## config.mk

```make
export PLATFORM = sky130hd
export DESIGN_NAME = dma_status_channel_map
export DESIGN_NICKNAME = d
export VERILOG_FILES = /design/src/common/dma_status_pkg.sv /design/src/hw/status_word_shaper.sv /design/src/hw/dma_status_channel_map.sv
export SDC_FILE = /design/constraint.sdc
export NUM_CORES = 1
export LEC_CHECK = 0
export BUFFER_PORTS_ARGS = -buffer_cell sky130_fd_sc_hd__buf_4
export CORE_MARGIN = 2
export CORE_UTILIZATION = 35
export CTS_CLUSTER_SIZE = 25
export DETAILED_ROUTE_END_ITERATION = 10
export GPL_TIMING_DRIVEN = 0
export PLACE_DENSITY = 0.69
export SLEW_MARGIN = 25
export SYNTH_ARGS = -nofsm -noshare
export SYNTH_HDL_FRONTEND = slang
export SYNTH_SLANG_ARGS = --single-unit
```

## constraint.sdc

```tcl
create_clock -name clk -period 1.9 [get_ports clk]
set_clock_uncertainty 0.1 [all_clocks]
set_input_delay 0.19 -clock clk [delete_from_list [all_inputs] [get_ports clk]]
set_output_delay 0.19 -clock clk [all_outputs]
set_load 0.01 [all_outputs]
```

## src/common/dma_status_pkg.sv

```systemverilog
// Purpose: Shared constants for the DMA retirement status and channel map block.
// Assumes: Channel index 0 stands for channel 1 of each controller.
// Notes:   Register offsets are byte addresses on the plain register port.
`default_nettype none

package dma_status_pkg;

  // Register byte offsets.
  localparam logic [7:0]  OFS_PERIPH_EN   = 8'h00;
  localparam logic [7:0]  OFS_USB_EN      = 8'h04;
  localparam logic [7:0]  OFS_USB_DIR     = 8'h08;
  localparam logic [7:0]  OFS_SER_MODE    = 8'h0C;
  localparam logic [7:0]  OFS_LAST_STATUS = 8'h10;
  localparam logic [7:0]  OFS_CHAN_MAP    = 8'h14;

  // Reset values of the writable registers.
  localparam logic [15:0] EN_RESET        = 16'h0000;
  localparam logic [15:0] USB_DIR_RESET   = 16'h0000;
  localparam logic [3:0]  SER_MODE_RESET  = 4'h0;
  localparam logic [15:0] STATUS_ZERO     = 16'h0000;
  localparam logic [31:0] RDATA_ZERO      = 32'h0000_0000;

  // Channel map of the peripheral unit: serial pairs on 0..7, parallel port on 8, 10, 11.
  localparam logic [15:0] PERIPH_USED     = 16'h0DFF;
  // Channels of the peripheral unit that move peripheral-to-memory.
  localparam logic [15:0] PERIPH_P2M      = 16'h0555;
  localparam logic [3:0]  SERIAL_LAST     = 4'h7;

  // Channel map of the USB unit: endpoint 0 out/in on 0/1, endpoints 1..11 on 2..12.
  localparam logic [15:0] USB_USED        = 16'h1FFF;
  localparam logic [15:0] USB_FIXED_P2M   = 16'h0001;
  localparam logic [15:0] USB_DIR_PROG    = 16'h1FFC;

  // Status bits kept per peripheral mode; all others read back as zero.
  localparam logic [15:0] UART_RX_KEEP    = 16'hFC0F;
  localparam logic [15:0] SPI_RX_KEEP     = 16'hF000;
  localparam logic [15:0] USB_KEEP        = 16'hFFFF;
  localparam logic [15:0] UART_RX_UNUSED  = 16'h03F0;
  localparam logic [15:0] SPI_RX_UNUSED   = 16'h0FFF;

endpackage

`default_nettype wire

```

## src/hw/status_word_shaper.sv

```systemverilog
// Purpose: Shapes a raw peripheral status word into the descriptor status field.
// Assumes: The raw word comes from the peripheral that serves the channel.
// Notes:   Purely combinational; the caller registers the result.
`default_nettype none

module status_word_shaper (
  // Channel selection
  input  wire logic        is_usb,
  input  wire logic [3:0]  chan,
  input  wire logic [3:0]  serial_sync,
  // Status words
  input  wire logic [15:0] raw,
  output logic      [15:0] word
);

  logic        chan_used;
  logic        is_serial_rx;
  logic        port_sync;
  logic [15:0] keep;

  // Classify the channel from its fixed wiring.
  assign chan_used    = is_usb ? dma_status_pkg::USB_USED[chan]
                               : dma_status_pkg::PERIPH_USED[chan];
  assign is_serial_rx = !is_usb && (chan <= dma_status_pkg::SERIAL_LAST) && !chan[0];
  assign port_sync    = serial_sync[chan[2:1]];

  // Pick the mask; transmitters, the parallel port and unused channels give zero.
  assign keep = !chan_used   ? dma_status_pkg::STATUS_ZERO :
                is_usb       ? dma_status_pkg::USB_KEEP :
                !is_serial_rx ? dma_status_pkg::STATUS_ZERO :
                port_sync    ? dma_status_pkg::SPI_RX_KEEP :
                               dma_status_pkg::UART_RX_KEEP;
  assign word = raw & keep;

endmodule

`default_nettype wire

```

## src/hw/dma_status_channel_map.sv

```systemverilog
// Purpose: Retirement status writer and fixed channel map for two sixteen-channel DMA units.
// Assumes: Inputs are synchronous to clk; retire strobes are one-cycle pulses.
// Notes:   Each unit writes its own descriptor status one cycle after the retire strobe.
//
// Local design decisions: the strobed register port and the register addresses.
`default_nettype none

// Function
// - On retirement each channel writes the 16-bit peripheral status word into the descriptor.
// - An async serial receiver reports matches in 15:12, gap timeouts in 11:10, errors in 3:0.
// - A sync serial receiver reports matches in 15:12 and zero in 11:0.
// - Unused status bits read zero, including all bits for serial transmit and the parallel port.
// - USB status bits 15:14 give the endpoint state and 13:12 are endpoint flags.
// - With USB bit 12 set, bits 11:0 carry the low setup command address bits.
// - With USB bit 12 clear, bits 11:0 carry configuration, interface and alternate info.
// - Each of the two units has sixteen channels, each wired to one fixed request source.
// - The first unit serves serial and parallel-port peripherals, the second USB endpoints.
// - First-unit channels 1-8 serve serial ports B, A, C, D as receiver then transmitter.
// - First-unit channels 9, 11 receive and 12 transmits for the parallel port; 10, 13-16 unused.
// - Second-unit channel 1 is endpoint 0 out to memory and channel 2 endpoint 0 in from memory.
// - Second-unit channels 3-13 carry endpoints 1-11 in either direction; 14-16 unused.
// - The serial and USB controllers supply each frame's status word, stored by the engine.
module dma_status_channel_map (
  // Clock and reset
  input  wire logic        clk,
  input  wire logic        rstn,
  // Register port
  input  wire logic [7:0]  reg_addr,
  input  wire logic [31:0] reg_wdata,
  input  wire logic        reg_wr,
  input  wire logic        reg_rd,
  output logic      [31:0] reg_rdata,
  // Peripheral unit request lines and transfer grants
  input  wire logic [15:0] periph_req,
  output logic      [15:0] periph_xfer,
  output logic      [15:0] periph_dir_p2m,
  // USB unit request lines and transfer grants
  input  wire logic [15:0] usb_req,
  output logic      [15:0] usb_xfer,
  output logic      [15:0] usb_dir_p2m,
  // Peripheral unit retirement
  input  wire logic        periph_retire,
  input  wire logic [3:0]  periph_retire_chan,
  input  wire logic [15:0] periph_status_raw,
  output logic             periph_stat_we,
  output logic      [3:0]  periph_stat_chan,
  output logic      [15:0] periph_stat_word,
  // USB unit retirement
  input  wire logic        usb_retire,
  input  wire logic [3:0]  usb_retire_chan,
  input  wire logic [15:0] usb_status_raw,
  output logic             usb_stat_we,
  output logic      [3:0]  usb_stat_chan,
  output logic      [15:0] usb_stat_word
);

  logic [15:0] periph_en_q;
  logic [15:0] usb_en_q;
  logic [15:0] usb_dir_q;
  logic [3:0]  ser_mode_q;
  logic [31:0] rdata_q;
  logic [15:0] periph_xfer_q;
  logic [15:0] usb_xfer_q;
  logic [15:0] periph_dir_q;
  logic [15:0] usb_dir_out_q;
  logic        periph_we_q;
  logic [3:0]  periph_chan_q;
  logic [15:0] periph_word_q;
  logic        usb_we_q;
  logic [3:0]  usb_chan_q;
  logic [15:0] usb_word_q;

  wire         wr_periph_en;
  wire         wr_usb_en;
  wire         wr_usb_dir;
  wire         wr_ser_mode;
  wire  [31:0] rd_mux;
  wire  [15:0] periph_word_d;
  wire  [15:0] usb_word_d;
  wire  [15:0] usb_dir_d;

  // Register write decode.
  assign wr_periph_en = reg_wr && (reg_addr == dma_status_pkg::OFS_PERIPH_EN);
  assign wr_usb_en    = reg_wr && (reg_addr == dma_status_pkg::OFS_USB_EN);
  assign wr_usb_dir   = reg_wr && (reg_addr == dma_status_pkg::OFS_USB_DIR);
  assign wr_ser_mode  = reg_wr && (reg_addr == dma_status_pkg::OFS_SER_MODE);

  // Read selection; unmapped offsets read as zero.
  assign rd_mux =
    (reg_addr == dma_status_pkg::OFS_PERIPH_EN)   ? {16'h0000, periph_en_q} :
    (reg_addr == dma_status_pkg::OFS_USB_EN)      ? {16'h0000, usb_en_q} :
    (reg_addr == dma_status_pkg::OFS_USB_DIR)     ? {16'h0000, usb_dir_q} :
    (reg_addr == dma_status_pkg::OFS_SER_MODE)    ? {28'h0000000, ser_mode_q} :
    (reg_addr == dma_status_pkg::OFS_LAST_STATUS) ? {usb_word_q, periph_word_q} :
    (reg_addr == dma_status_pkg::OFS_CHAN_MAP)    ? {dma_status_pkg::USB_USED,
                                                     dma_status_pkg::PERIPH_USED} :
                                                    dma_status_pkg::RDATA_ZERO;

  // Software configuration registers.
  always_ff @(posedge clk or negedge rstn) begin
    if (!rstn) begin
      periph_en_q <= dma_status_pkg::EN_RESET;
      usb_en_q    <= dma_status_pkg::EN_RESET;
      usb_dir_q   <= dma_status_pkg::USB_DIR_RESET;
      ser_mode_q  <= dma_status_pkg::SER_MODE_RESET;
    end else begin
      if (wr_periph_en) periph_en_q <= reg_wdata[15:0];
      if (wr_usb_en)    usb_en_q    <= reg_wdata[15:0];
      if (wr_usb_dir)   usb_dir_q   <= reg_wdata[15:0] & dma_status_pkg::USB_DIR_PROG;
      if (wr_ser_mode)  ser_mode_q  <= reg_wdata[3:0];
    end
  end

  // Read data stands only in the cycle after the read strobe.
  always_ff @(posedge clk or negedge rstn) begin
    if (!rstn) rdata_q <= dma_status_pkg::RDATA_ZERO;
    else       rdata_q <= reg_rd ? rd_mux : dma_status_pkg::RDATA_ZERO;
  end

  // Endpoint 0 directions are fixed; endpoints 1 to 11 follow software.
  assign usb_dir_d = dma_status_pkg::USB_FIXED_P2M | usb_dir_q;

  // Transfer gating: only wired, enabled channels pass their requests.
  always_ff @(posedge clk or negedge rstn) begin
    if (!rstn) begin
      periph_xfer_q <= dma_status_pkg::EN_RESET;
      usb_xfer_q    <= dma_status_pkg::EN_RESET;
      periph_dir_q  <= dma_status_pkg::USB_DIR_RESET;
      usb_dir_out_q <= dma_status_pkg::USB_DIR_RESET;
    end else begin
      periph_xfer_q <= periph_req & periph_en_q & dma_status_pkg::PERIPH_USED;
      usb_xfer_q    <= usb_req & usb_en_q & dma_status_pkg::USB_USED;
      periph_dir_q  <= dma_status_pkg::PERIPH_P2M;
      usb_dir_out_q <= usb_dir_d;
    end
  end

  // Status shaping for the peripheral unit.
  status_word_shaper u_periph_shaper (
    .is_usb      (1'b0),
    .chan        (periph_retire_chan),
    .serial_sync (ser_mode_q),
    .raw         (periph_status_raw),
    .word        (periph_word_d)
  );

  // Status shaping for the USB unit.
  status_word_shaper u_usb_shaper (
    .is_usb      (1'b1),
    .chan        (usb_retire_chan),
    .serial_sync (ser_mode_q),
    .raw         (usb_status_raw),
    .word        (usb_word_d)
  );

  // Descriptor status writes; the last word of each unit stays readable.
  always_ff @(posedge clk or negedge rstn) begin
    if (!rstn) begin
      periph_we_q   <= 1'b0;
      periph_chan_q <= 4'h0;
      periph_word_q <= dma_status_pkg::STATUS_ZERO;
      usb_we_q      <= 1'b0;
      usb_chan_q    <= 4'h0;
      usb_word_q    <= dma_status_pkg::STATUS_ZERO;
    end else begin
      periph_we_q <= periph_retire;
      usb_we_q    <= usb_retire;
      if (periph_retire) begin
        periph_chan_q <= periph_retire_chan;
        periph_word_q <= periph_word_d;
      end
      if (usb_retire) begin
        usb_chan_q <= usb_retire_chan;
        usb_word_q <= usb_word_d;
      end
    end
  end

  // Outputs come straight from flip-flops.
  assign reg_rdata        = rdata_q;
  assign periph_xfer      = periph_xfer_q;
  assign usb_xfer         = usb_xfer_q;
  assign periph_dir_p2m   = periph_dir_q;
  assign usb_dir_p2m      = usb_dir_out_q;
  assign periph_stat_we   = periph_we_q;
  assign periph_stat_chan = periph_chan_q;
  assign periph_stat_word = periph_word_q;
  assign usb_stat_we      = usb_we_q;
  assign usb_stat_chan    = usb_chan_q;
  assign usb_stat_word    = usb_word_q;
endmodule

`default_nettype wire

```

Word-level counts from Yosys, hierarchy flattened
Memories as Yosys holds them, arrays and structs flattened.
Cells that the tools add are included.
{"block": "totals", "romBits": 32, "reg_bits": 158, "n_memories": 2, "input_bits": 118, "elab_cells": 52}
{"block": "op_classes", "muxes": 15, "bitwise_logic": 4, "n_reduce_logical": 7, "order_cmp": 4, "n_eq_ne": 5}
{"memory": "(no name shown)", "depth": 16, "width": 1, "read_ports": 1, "rd_clocked_by_memory_dff": 0, "wr": 0, "line_no": "status_word_shaper.sv:23", "text": ": dma_status_pkg::PERIPH_USED[chan];"}
{"memory": "(no name shown)", "depth": 16, "width": 1, "read_ports": 1, "rd_clocked_by_memory_dff": 0, "wr": 0, "line_no": "status_word_shaper.sv:22", "text": "assign chan_used = is_usb ? dma_status_pkg::USB_USED[chan]"}
{"op": "$mux 32", "count": 6}
{"op": "$mux 16", "count": 3}
{"op": "$and 16x16->16", "count": 2}
{"op": "$mux 29", "count": 1}
{"op": "$eq 8x4->1 const B", "count": 2}
{"op": "$eq 8x5->1 const B", "count": 2}
{"op": "$and 13x13->13", "count": 1}
{"op": "$and 12x12->12", "count": 1}
{"op": "$mux 12", "count": 1}
{"op": "$lt 4x5->1 const B", "count": 2}
{"op": "$eq 8x3->1 const B", "count": 1}
{"op": "$logic_not 8->1", "count": 1}
{"op": "$logic_and 1x1->1", "count": 5}
{"op": "$le 4x3->1 const B", "count": 1}
{"op": "$lt 2x3->1 const B", "count": 1}
{"op": "$mux 1", "count": 3}
{"op": "$bmux 1 s2", "count": 1}
{"op": "$logic_not 1->1", "count": 1}

Longest topological paths before layout
{"block": "logic_depth", "word_depth": 8, "depth_mapped": 6, "depth_no_buf": 4}

By module
Synthesis repeated with hierarchy kept, for this count alone.
{"block": "unflattened", "cells_unflattened": 501, "area_unflattened_um2": 6597.6}
{"mod": "dma_status_channel_map", "seq_area_each_um2": 3928.8, "instances": 1, "cells_per_inst": 449, "area_each_um2": 6217.2}
{"mod": "status_word_shaper", "seq_area_each_um2": 0.0, "instances": 2, "cells_per_inst": 26, "area_each_um2": 190.2}

Least setup slack after synthesis
Ideal clock, no wire load.
{"block": "synth_timing", "path_kind": "input to register", "from": "input reg_addr[7]", "to": "register usb_en_q[10]", "path_slack_ns": -0.019, "n_path_buf": 2, "arrival_time_ns": 1.694, "cell_stages": 6, "required_time_ns": 1.675, "path_cell_list": "or4_4 -> nor3_4 -> and4b_1 -> buf_6 -> buf_12 -> mux2_2"}
{"block": "synth_via", "elab_chain_len": 2}
{"item": "start: declaration", "line_no": "dma_status_channel_map.sv:28", "text": "input wire logic [7:0] reg_addr,"}
{"item": "$eq 8x3->1", "line_no": "dma_status_channel_map.sv:84", "text": "assign wr_usb_en = reg_wr && (reg_addr == dma_status_pkg::OFS_USB_EN);"}
{"item": "$logic_and 1x1->1", "line_no": "dma_status_channel_map.sv:84"}
{"item": "end signal: assignment", "line_no": "dma_status_channel_map.sv:103", "text": "usb_en_q <= dma_status_pkg::EN_RESET;"}
{"item": "end signal: assignment", "line_no": "dma_status_channel_map.sv:108", "text": "if (wr_usb_en) usb_en_q <= reg_wdata[15:0];"}
{"item": "end: declaration", "line_no": "dma_status_channel_map.sv:58", "text": "logic [15:0] usb_en_q;"}
No other way between the ends.
A chain may end at the register's enable or synchronous reset.

Final worst setup path
{"block": "layout_timing", "from": "input reg_addr[7]", "to": "register usb_en_q[9]"}
Same word-level chain as after synthesis.

==> run_results.csv <==
group,metric,value,unit
drt,drt_pass1_iterations,4,
clock_tree,cts_tree,"done",
finish,drive_gt1_share,40.0,%
synthesis,yosysTopAreaCell,"dfrtp_1",
timing,setup_viol,0,
worst_setup_path,r2r_cells,5,
floorplanning,core.rowCount,48,
worst_setup_path,cp.arrival,2.07,ns
finish,area.sequential,0.00378,mm^2
drt,drt_iter0_drc,162,
clock_tree,cts_sinks,151,
synthesis,synth_cell_types,40,
synthesis,ys_async_sr_fraction,100,%
worst_setup_path,crit_slowest_cell,"or4_4",
clock_tree,cts_made_buffers,17,
global_routing,grt_pass1_wl,26100,um
synthesis,synth_top_area_share,62.4,%
worst_setup_path,cp-start-kind,"input port",
min_path,whs_path_depth,3,
synthesis,synth-seq-area-share,62.4,%
floorplanning,die_w,136,um
pwr,power.density,848,mW/mm^2
synthesis,yosysWarnings,0,
clock_tree,cts.htree.levels,4,
synthesis,synth-seq-cells,151,
finish,final_cells,1058,
global_routing,grt_overflow_total,0,
worst_setup_path,max_stage_delay,0.59,ns
timing,tns,0,ns
synthesis,synth-edff-count,0,
global_routing,grt_antenna_before_repair,0,
timing,maxSlewViolCount,0,
timing,final.min_clock_period,1.88,ns
floorplanning,start_util,35.4,%
drt,wl_per_cell,15.9,um
worst_setup_path,crit_chain,"buf_4 -> or4_4 -> nor3_4 -> and4b_1 -> buf_6 -> buf_12 -> mux2_2",
timing,worstMarginPinSlew,0.661,ns
finish,area_delta_synth_final,55.2,%
timing,min_period_over_period,98.8,%
clock_tree,root_buffer,"clkbuf_16",
timing,relSlewSlack,56.0,%
worst_setup_path,cpLargestDelayFamily,"simple AND/OR/NAND/NOR gates",
min_path,hp-class,"input port to flop",
status,run_status,"finished, final reports clean",
synthesis,synth_cells,496,
synthesis,synth_common_cells,"dfrtp_1, mux2_2, o21ai_0",
worst_setup_path,worstSetupPathType,"input port to flop",
synthesis,synthFlopType,"dfrtp_1",
drt,postRouteAntennaNets,0,
drt,drt_wl_total,16800,um
worst_setup_path,cp.depth,7,
clock_tree,clk_pin_slew,0.05,ns
run,drv_cap,0,
global_routing,track_usage,18.9,%
drt,drc,0,
global_routing,grt_max_degree,82,
placed_design,port_buffers,196,
synthesis,avgSynthCellArea,12.2,um^2
drt,vias_per_cell,4.51,
timing,finalHoldViolCount,0,
pwr,power.leakage,4.80,nW
finish,final_net_count,938,
finish,multi_input_area,0.00191,mm^2
finish,nFillCells,1459,
global_routing,first_global_vias,4834,
clock_tree,clk_latency,0.41,ns
worst_setup_path,cp_max_fo,10,
synthesis,synth_area,0.00605,mm^2
floorplanning,core,0.0171,mm^2
floorplanning,pin_count,256,
synthesis,synth_area_leaders,"dfrtp_1, mux2_2, buf_4, o21ai_0, and2_1",
timing,fmax,533,MHz
worst_setup_path,path_buf_inv,3,
worst_setup_path,end_kind,"flop",
synthesis,synth.most_common_cell,"dfrtp_1",
worst_setup_path,worst_ep_required_time,2.09,ns
drt,vias,4773,
floorplanning,die_h,136,um
clock_tree,clockBufferDepth,2,
placed_design,dp.cells,946,
pwr,max-vdd-ir-drop,0.589,mV
finish,insertedDiodeCount,0,
placed_design,gp_congestion,0.709,
floorplanning,die-area,0.0184,mm^2
placed_design,place.detailed.hpwl,11400,um
==> final timing paths <==
check                              start                    to  slack [ns]
setup / recovery             reg_addr[7]           usb_en_q[9]        0.02
setup reg to reg           ser_mode_q[3]   periph_stat_word[1]        0.14
max in group asynchronous           rstn  periph_stat_word[15]        0.70
min in group asynchronous           rstn          reg_rdata[6]        0.22
hold reg to reg            usb_dir_q[12]       usb_dir_p2m[12]        0.29
hold / removal               reg_addr[5]          reg_rdata[3]        0.03
==> kinds of logic (layout without fill, tap and decap cells) <==
logic type             Yosys count  count (layout)  share of synthesized area (%)
flip-flops                     151             151                           62.4
buffers and inverters           87             397                           8.06
AND/OR/NAND/NOR                123             123                           10.5
multiplexers                    61              61                           11.5
other                            2              29                          0.124
AO/OA/AOI/OAI                   72              72                           7.40
==> report_power, final <==
group	switching (mW)	leakage [nW]	internal, mW
logic	0.422	2.46	0.515
registers	0.0917	2.04	3.36
clock network	1.27	0.302	2.31
total	1.78	4.80	6.18
==> what timing repair did <==
| item | 4_1_cts | 5_1_grt |
|---|---|---|
| gates cloned | 0 | 0 |
| gates resized for setup | 1 | 5 |
| endpoints found under the hold margin | 179 | 0 |
| hold buffers | 79 | 0 |
| setup endpoints to repair | 8 | 27 |
| buffers inserted | 0 | 1 |
| pin swaps | 0 | 1 |
==> sequential cells by signal, summed over array words and instances, names as in the netlist <==
| signal | count |
|---|---|
| reg_rdata | 32 |
| ser_mode_q | 4 |
| usb_dir_q | 11 |
| periph_xfer | 11 |
| usb_stat_word | 16 |
| usb_xfer | 13 |
| periph_stat_word | 10 |
| usb_dir_p2m | 12 |
| periph_en_q | 16 |
| periph_stat_chan | 4 |
| usb_en_q | 16 |
| periph_stat_we | 1 |
| usb_stat_chan | 4 |
| usb_stat_we | 1 |
==> cells in the final DEF, fill, tap and decap left out, types with 20 or more instances in the layout <==
master	count
clkbuf_1	20
nor2_1	37
dfrtp_1	151
and2_1	26
inv_1	30
mux2_2	57
buf_4	231
dlygate4sd3_1	79
nand2_1	28
conb_1	29
o21ai_0	39
==> through the flow <==
| stage | hold slack (ns) | worst slack (ns) | total power [mW] | util [%] | instance area [um^2] |
|---|---|---|---|---|---|
| after floorplan | -0.206 | -0.0192 | 3.83 | - | 6150 |
| after global placement | 0.214 | -0.788 | 4.28 | 46.2 | 7910 |
| after detailed placement | 0.0899 | -0.449 | 4.30 | 46.5 | 7960 |
| after CTS | 0.0118 | 0.0269 | 8.05 | 54.8 | 9380 |
| after global routing | 0.0389 | -0.00907 | 8.30 | 54.9 | 9400 |
| final | 0.0326 | 0.0232 | 7.96 | 54.9 | 9400 |
==> area by class of cell <==
class	count	area share (%)
sequential	151	40.2
timing repair buffer	278	24.6
multi-input combinational	285	20.3
clock buffer	25	5.17
buffer	57	4.02
tap	225	3.00
clock inverter	7	1.50
inverter	30	1.20
==> tightest hold or removal path, stage by stage <==
cell and delay (ns):
buf_4 0.13, nor3_4 0.06, a21oi_1 0.11
==> layer usage <==
| layer | routed length (um) | track usage (%) | vias up |
|---|---|---|---|
| li1 | - | - | 2255 |
| met1 | 7210 | 23.7 | 2334 |
| met2 | 8360 | 31.7 | 170 |
| met3 | 1070 | 5.50 | 14 |
| met4 | 172 | 5.67 | 0 |
| met5 | 0 | 0 | - |
(Power assumes the default switching activity.)
